`src/include/idei_pkg.sv`:
```
package idei_pkg;
   // Register offsets
   localparam logic [5:0] ADDR_EN_WR = 6'h1d;
   localparam logic [5:0] ADDR_EN_SET = 6'h1e;
   localparam logic [5:0] ADDR_EN_CLR = 6'h1f;
   localparam logic [5:0] ADDR_STATUS = 6'h20;
   localparam logic [5:0] ADDR_LATCH = 6'h21;
   localparam logic [5:0] ADDR_VEND_WR = 6'h36;
   localparam logic [5:0] ADDR_VEND_SET = 6'h37;
   localparam logic [5:0] ADDR_VEND_CLR = 6'h38;
   // Field positions
   localparam int EN_RISE_BIT = 0;
   localparam int EN_FALL_BIT = 1;
   localparam int EN_CONV_BIT = 5;
   localparam logic [7:0] EN_WMASK = 8'h23;
   localparam int LATCH_ID_BIT = 0;
   localparam int LATCH_CONV_BIT = 3;
   localparam int VEND_DONE_BIT = 3;
   localparam int VEND_GO_BIT = 4;
   localparam int VEND_IEN_BIT = 6;
   // Reset values
   localparam logic [7:0] EN_RESET = 8'h00;
   localparam logic [7:0] LATCH_RESET = 8'h00;
   localparam logic [2:0] CODE_RESET = 3'h0;
   // Timing
   localparam int CLK_PERIOD_NS = 10;
   localparam int CONV_TIME_US = 282;
   localparam int CONV_CYCLES_DEF = (CONV_TIME_US * 1000) / CLK_PERIOD_NS;
   localparam int CONV_CNT_W = 16;

   typedef struct packed {
      logic rd;
      logic wr;
      logic [5:0] addr;
      logic [7:0] wdata;
   } idei_reg_req_t;

   typedef enum logic [1:0] {
      CONV_IDLE = 2'b00,
      CONV_BUSY = 2'b01
   } idei_conv_state_t;
endpackage

```
`src/rtl/idei_sync.sv`:
```
`timescale 1ns/1ps
`default_nettype none
module idei_sync (
   // Clock and reset
   input wire logic i_clk,
   input wire logic i_rst_n,
   // Asynchronous level in, filtered level out
   input wire logic i_async,
   output logic o_level
);
   logic s1_reg;
   logic s2_reg;
   logic s3_reg;
   logic level_next;

   // Level changes only once the second and third stages agree
   always_comb begin
      level_next = o_level;
      if (s2_reg == s3_reg) begin
         level_next = s3_reg;
      end
   end

   always_ff @(posedge i_clk or negedge i_rst_n) begin
      if (!i_rst_n) begin
         s1_reg <= 1'b0;
         s2_reg <= 1'b0;
         s3_reg <= 1'b0;
         o_level <= 1'b0;
      end else begin
         s1_reg <= i_async;
         s2_reg <= s1_reg;
         s3_reg <= s2_reg;
         o_level <= level_next;
      end
   end
endmodule
`default_nettype wire

```
`src/rtl/idei_top.sv`:
```
`timescale 1ns/1ps
`default_nettype none
module idei_top
   import idei_pkg::*;
#(
   parameter int CONV_CYCLES = CONV_CYCLES_DEF
) (
   // Clock and reset
   input wire logic i_clk,
   input wire logic i_rst_n,
   // Register access from the link
   input wire idei_reg_req_t i_reg_req,
   output logic [7:0] o_reg_rdata,
   output logic o_reg_rvalid,
   // ID sense and resistor converter
   input wire logic i_id_open,
   input wire logic [2:0] i_resistor_code_meas,
   output logic o_resistor_conv_go,
   // Event to the RXCMD builder
   output logic o_alt_int
);
   localparam logic [CONV_CNT_W-1:0] CONV_LAST = CONV_CNT_W'(CONV_CYCLES - 1);

   // Write, set and clear of one register sit at base, base+1 and base+2
   function automatic logic [7:0] apply_wr(input logic [7:0] cur, input logic [7:0] wd,
                                           input logic [7:0] mask, input logic [5:0] addr,
                                           input logic [5:0] base);
      logic [7:0] res;
      res = cur;
      if (addr == base) begin
         res = wd & mask;
      end else if (addr == base + 6'h01) begin
         res = cur | (wd & mask);
      end else if (addr == base + 6'h02) begin
         res = cur & ~(wd & mask);
      end
      return res;
   endfunction

   logic id_open_now;
   logic id_prev_reg, id_prev_next;
   logic [7:0] en_reg, en_next;
   logic [7:0] latch_reg, latch_next;
   logic [2:0] code_reg, code_next;
   logic done_reg, done_next;
   logic vend_ien_reg, vend_ien_next;
   logic go_reg, go_next;
   idei_conv_state_t state_reg, state_next;
   logic [CONV_CNT_W-1:0] cnt_reg, cnt_next;
   logic [7:0] rdata_next;
   logic rvalid_next;
   logic alt_next;
   logic conv_end;
   logic conv_irq_en;
   logic id_rise, id_fall;
   logic [7:0] status_val, vend_val, vend_wr;

   // The ID comparator runs on no clock of ours, so its level is filtered first
   idei_sync u_id_sync (
      .i_clk(i_clk),
      .i_rst_n(i_rst_n),
      .i_async(i_id_open),
      .o_level(id_open_now)
   );

   assign id_rise = id_open_now & ~id_prev_reg;
   assign id_fall = ~id_open_now & id_prev_reg;
   assign conv_irq_en = en_reg[EN_CONV_BIT] | vend_ien_reg;
   // Completion also needs start still set, so a start cleared on the last count aborts cleanly
   assign conv_end = (state_reg == CONV_BUSY) && (cnt_reg == CONV_LAST) && go_reg;

   // Status is rebuilt every cycle, so the float bit is live and never held
   assign status_val = {1'b0, done_reg, code_reg, 2'b00, id_open_now};
   assign vend_val = {1'b0, vend_ien_reg, 1'b0, go_reg, done_reg, code_reg};
   // Only start and interrupt enable are writable in the vendor view
   assign vend_wr = apply_wr({1'b0, vend_ien_reg, 1'b0, go_reg, 4'h0}, i_reg_req.wdata, 8'h50,
                             i_reg_req.addr, ADDR_VEND_WR);

   // Enable register
   always_comb begin
      en_next = en_reg;
      if (i_reg_req.wr) begin
         en_next = apply_wr(en_reg, i_reg_req.wdata, EN_WMASK, i_reg_req.addr, ADDR_EN_WR);
      end
   end

   always_ff @(posedge i_clk or negedge i_rst_n) begin
      if (!i_rst_n) begin
         en_reg <= EN_RESET;
      end else begin
         en_reg <= en_next;
      end
   end

   // Vendor controls; start also leaves as the converter's run level
   always_comb begin
      vend_ien_next = vend_ien_reg;
      go_next = go_reg;
      if (i_reg_req.wr) begin
         vend_ien_next = vend_wr[VEND_IEN_BIT];
         go_next = vend_wr[VEND_GO_BIT];
      end
      // Completion outranks a start written in the same cycle
      if (conv_end) begin
         go_next = 1'b0;
      end
   end

   always_ff @(posedge i_clk or negedge i_rst_n) begin
      if (!i_rst_n) begin
         vend_ien_reg <= 1'b0;
         go_reg <= 1'b0;
         o_resistor_conv_go <= 1'b0;
      end else begin
         vend_ien_reg <= vend_ien_next;
         go_reg <= go_next;
         o_resistor_conv_go <= go_next;
      end
   end

   // Converter timing: a start dropped mid-run aborts the measurement
   always_comb begin
      state_next = state_reg;
      cnt_next = cnt_reg;
      case (state_reg)
         CONV_IDLE: begin
            cnt_next = '0;
            if (go_reg) begin
               state_next = CONV_BUSY;
            end
         end
         CONV_BUSY: begin
            cnt_next = cnt_reg + CONV_CNT_W'(1);
            if (!go_reg || conv_end) begin
               state_next = CONV_IDLE;
            end
         end
         default: begin
            state_next = CONV_IDLE;
            cnt_next = '0;
         end
      endcase
   end

   // Result, done flag and latches; set beats clear-on-read
   always_comb begin
      code_next = code_reg;
      done_next = done_reg;
      latch_next = latch_reg;
      alt_next = 1'b0;
      id_prev_next = id_open_now;
      if (i_reg_req.rd && (i_reg_req.addr >= ADDR_VEND_WR) && (i_reg_req.addr <= ADDR_VEND_CLR)) begin
         done_next = 1'b0;
      end
      if (i_reg_req.rd && (i_reg_req.addr == ADDR_LATCH)) begin
         latch_next = LATCH_RESET;
      end
      if (conv_end) begin
         code_next = i_resistor_code_meas;
         done_next = 1'b1;
         if (!done_reg && conv_irq_en) begin
            latch_next[LATCH_CONV_BIT] = 1'b1;
            alt_next = 1'b1;
         end
      end
      // Edges come from the filtered level, whose reset value matches id_prev_reg
      if ((id_rise && en_reg[EN_RISE_BIT]) || (id_fall && en_reg[EN_FALL_BIT])) begin
         latch_next[LATCH_ID_BIT] = 1'b1;
         alt_next = 1'b1;
      end
   end

   // Read data one cycle after the request
   always_comb begin
      rvalid_next = i_reg_req.rd;
      rdata_next = 8'h00;
      if (i_reg_req.rd) begin
         case (i_reg_req.addr)
            ADDR_EN_WR, ADDR_EN_SET, ADDR_EN_CLR: rdata_next = en_reg;
            ADDR_STATUS: rdata_next = status_val;
            ADDR_LATCH: rdata_next = latch_reg;
            ADDR_VEND_WR, ADDR_VEND_SET, ADDR_VEND_CLR: rdata_next = vend_val;
            default: rdata_next = 8'h00;
         endcase
      end
   end

   // Converter state
   always_ff @(posedge i_clk or negedge i_rst_n) begin
      if (!i_rst_n) begin
         state_reg <= CONV_IDLE;
         cnt_reg <= '0;
      end else begin
         state_reg <= state_next;
         cnt_reg <= cnt_next;
      end
   end

   // Result, done flag, latches and the event pulse
   always_ff @(posedge i_clk or negedge i_rst_n) begin
      if (!i_rst_n) begin
         id_prev_reg <= 1'b0;
         latch_reg <= LATCH_RESET;
         code_reg <= CODE_RESET;
         done_reg <= 1'b0;
         o_alt_int <= 1'b0;
      end else begin
         id_prev_reg <= id_prev_next;
         latch_reg <= latch_next;
         code_reg <= code_next;
         done_reg <= done_next;
         o_alt_int <= alt_next;
      end
   end

   // Read port
   always_ff @(posedge i_clk or negedge i_rst_n) begin
      if (!i_rst_n) begin
         o_reg_rdata <= 8'h00;
         o_reg_rvalid <= 1'b0;
      end else begin
         o_reg_rdata <= rdata_next;
         o_reg_rvalid <= rvalid_next;
      end
   end
endmodule
`default_nettype wire

```
`config.mk`:
```
export PLATFORM = sky130hd
export DESIGN_NAME = idei_top
export DESIGN_NICKNAME = d
export VERILOG_FILES = /design/src/include/idei_pkg.sv /design/src/rtl/idei_sync.sv /design/src/rtl/idei_top.sv
export SDC_FILE = /design/constraint.sdc
export NUM_CORES = 1
export LEC_CHECK = 0
export ABC_AREA = 1
export BUFFER_PORTS_ARGS = -buffer_cell sky130_fd_sc_hd__buf_2
export CORE_MARGIN = 4
export CORE_UTILIZATION = 50
export CTS_BUF_LIST = sky130_fd_sc_hd__clkbuf_4 sky130_fd_sc_hd__clkbuf_8
export CTS_CLUSTER_SIZE = 16
export DETAILED_ROUTE_END_ITERATION = 7
export GPL_TIMING_DRIVEN = 1
export PLACE_DENSITY = 0.77
export SLEW_MARGIN = 20
export SYNTH_ARGS = -nofsm -noshare
export SYNTH_HDL_FRONTEND = slang
export SYNTH_SLANG_ARGS = --single-unit
```
`constraint.sdc`:
```
create_clock -name i_clk -period 1.6 [get_ports i_clk]
set_input_delay 0.16 -clock i_clk [delete_from_list [all_inputs] [get_ports i_clk]]
set_output_delay 0.16 -clock i_clk [all_outputs]
set_load 0.005 [all_outputs]
```
==> flow_metrics.py <==
metrics = {
    "outcome": {
        "status": "completed",
    },
    "power_and_ir_drop": {
        "power_leakage_uw": 0.00120,
        "peakVddDrop_mv": 0.524,
        "power.density_nw_per_um2": 961,
    },
    "worst_setup_path": {
        "r2r-start": "cnt_reg[0]",
        "cp_max_fo": 5,
        "ff2ff_setup_slack_ns": 0.18,
        "endpoint": "o_alt_int",
        "reg2reg_depth": 9,
        "setup.worst_path.class": "flop to flop",
        "crit_path_end_kind": "flop",
        "cp.arrival_ns": 1.65,
        "crit_start": "cnt_reg[0]",
        "crit_required_ns": 1.83,
        "r2r_end": "o_alt_int",
        "start_kind": "flop",
    },
    "drt": {
        "routed_wl_um": 4150,
        "vias": 1722,
        "vias_per_cell": 4.96,
        "first_pass_iters": 4,
        "wl_per_cell_um": 12.0,
        "drt_iter0_markers": 78,
        "drc_errors": 0,
        "ant_nets": 0,
    },
    "hold_path": {
        "min-delay-start": "i_reg_req[15]",
        "hp-class": "primary input to flop",
    },
    "run": {
        "maxCapViolations": 0,
    },
    "floorplan": {
        "io_pins": 33,
        "die_area_sq_um": 5200,
        "rows": 23,
        "start_util": 0.514,
        "core-area_sq_um": 4000,
        "die_w_um": 72.1,
        "die_h_um": 72.1,
    },
    "grt": {
        "grt_pass1_vias": 1672,
        "grtUsageMet3": 0.0416,
        "gr-total-overflow": 0,
        "grt_use_met2": 0.322,
        "grt_max_degree": 25,
        "grt_pass1_wl_um": 7250,
        "grt_util_met1": 0.209,
        "antenna_found_initial": 0,
        "grtUsageTotal": 0.180,
        "gr-max-usage-layer": "met2",
    },
    "cts": {
        "cts_buffers": 5,
        "cts_resized": 0,
        "numClockSinks": 43,
        "insertion_delay_ns": 0.30,
        "htree_levels": 2,
        "clockBufferDepth": 2,
        "clkSlewWorstSetupHoldPaths_ns": 0.07,
        "clockRootBuffer": "clkbuf_8",
        "cts_tree": "done",
    },
    "logic_synthesis": {
        "synth_top_area_frac": 0.524,
        "yosysUniqueCellTypes": 28,
        "synth_seq_cells": 43,
        "seq_area_frac_synth": 0.524,
        "netlist_top_cells_area": "dfrtp_1 (52%), nand2_1 (13%), nor2_1 (6.6%), inv_1 (5.1%), nand3_1 (2.9%)",
        "synth_fp_nets": 280,
        "syn_area_sq_um": 2050,
        "synth_edf_count": 0,
        "yosys_most_used_dff": "dfrtp_1",
        "async_reset_ff_frac": 1.00,
        "yosys_warnings": 0,
        "yosysMostFrequentCell": "nand2_1",
        "synth_area_leader_cell": "dfrtp_1",
        "synth_common_cells": "nand2_1 (71), dfrtp_1 (43), nor2_1 (36)",
        "syn_area_per_cell_sq_um": 7.99,
        "synthCells": 257,
    },
    "cells_and_area": {
        "design_area_sq_um": 2410,
        "post-route-util": 0.602,
        "diodes": 0,
        "largest_reg_flops": 16,
        "drive_gt1_frac": 0.199,
        "area_growth_syn_to_layout_pct": 17.2,
        "fin_nets": 319,
    },
    "placed_design": {
        "placedInstanceArea_sq_um": 2280,
        "place_hpwl_um": 3160,
        "io_buffers": 29,
        "place_congestion": 0.829,
        "dp_slack_ns": 0.171,
    },
    "sta": {
        "period_needed_ns": 1.42,
        "period_share": 0.888,
        "finalSetupTns_ns": 0,
        "fin_ws_ns": 0.178,
        "slew_violations": 0,
        "rsz0062_at_grt": "false",
        "clock.fmax_mhz": 703,
        "hold_viol": 0,
        "setup_violations": 0,
        "fin_skew_ns": 0.00713,
    },
}
stage by stage:
stage | hold WS (ns) | total power [uW] | cells
4_1_cts | 0.0346 | 2340 | 347
6_report | 0.0499 | 2320 | 347
3_3_place_gp | 0.141 | 1560 | 337
3_5_place_dp | 0.141 | 1570 | 337
5_1_grt | 0.0259 | 2450 | 347
2_1_floorplan | -0.136 | 1430 | 257
what timing repair did:
| action | 4_1_cts | 5_1_grt |
|---|---|---|
| hold endpoints to repair | 20 | 0 |
| hold buffers | 2 | 0 |
| setup buffers | 0 | 0 |
metal layers:
metal,routed length [um],share of wire,up-vias
met4,76,0.018,0
met3,167,0.040,5
met2,2120,0.51,34
li1,-,-,891
met5,0,0,-
met1,1780,0.43,792
critical path, cell delays in order (launching register included):
cell     delay [ns]
dfrtp_1        0.37
ha_1           0.17
nand2_1        0.08
inv_2          0.08
nand3_1        0.08
nor2_2         0.16
nand2_1        0.11
nor2_4         0.15
nand2_1        0.10
nand2_1        0.07
worst min path at each step:
stage	end	cells past startpoint
floorplan	cnt_reg[0]	0
global placement	cnt_reg[4]	1
detailed placement	cnt_reg[4]	1
CTS	o_reg_rvalid	1
global route	o_reg_rvalid	1
finish	o_reg_rvalid	1
report_power, final:
part,internal (uW),switching [uW]
logic,112,173
registers,1190,76.5
clock network,411,356
cells by family after synthesis:
kind of cell,synth area share
AND/OR/NAND/NOR,0.326
AO/OA/AOI/OAI,0.0743
buffers and inverters,0.0627
other,0.00183
adder cells (fa/ha/maj),0.0110
flip-flops,0.524
cell usage in the layout (no fill, tap or decap), types with 2 or more instances in the layout:
master | synthesis | routed
a21oi_1 | 11 | 11
and3_1 | 2 | 2
buf_2 | 1 | 29
clkbuf_8 | 0 | 7
dfrtp_1 | 43 | 43
dlygate4sd3_1 | 0 | 2
inv_1 | 28 | 28
inv_2 | 4 | 4
nand2_1 | 71 | 71
nand2_2 | 4 | 4
nand3_1 | 12 | 12
nand4_1 | 9 | 9
nor2_1 | 36 | 36
nor2_2 | 6 | 6
nor2_4 | 3 | 3
nor3_1 | 3 | 3
o21ai_0 | 8 | 8
o21ai_1 | 4 | 4
area by class of cell:
cell class	instances	area [sq um]
repair buffers	33	193
well taps	50	62.6
fillers	370	1590
inverters	33	124
flip-flops and latches	43	1080
clock buffers	8	104
multi-input cells	180	850
No activity file was read; power rests on OpenSTA's default activity.
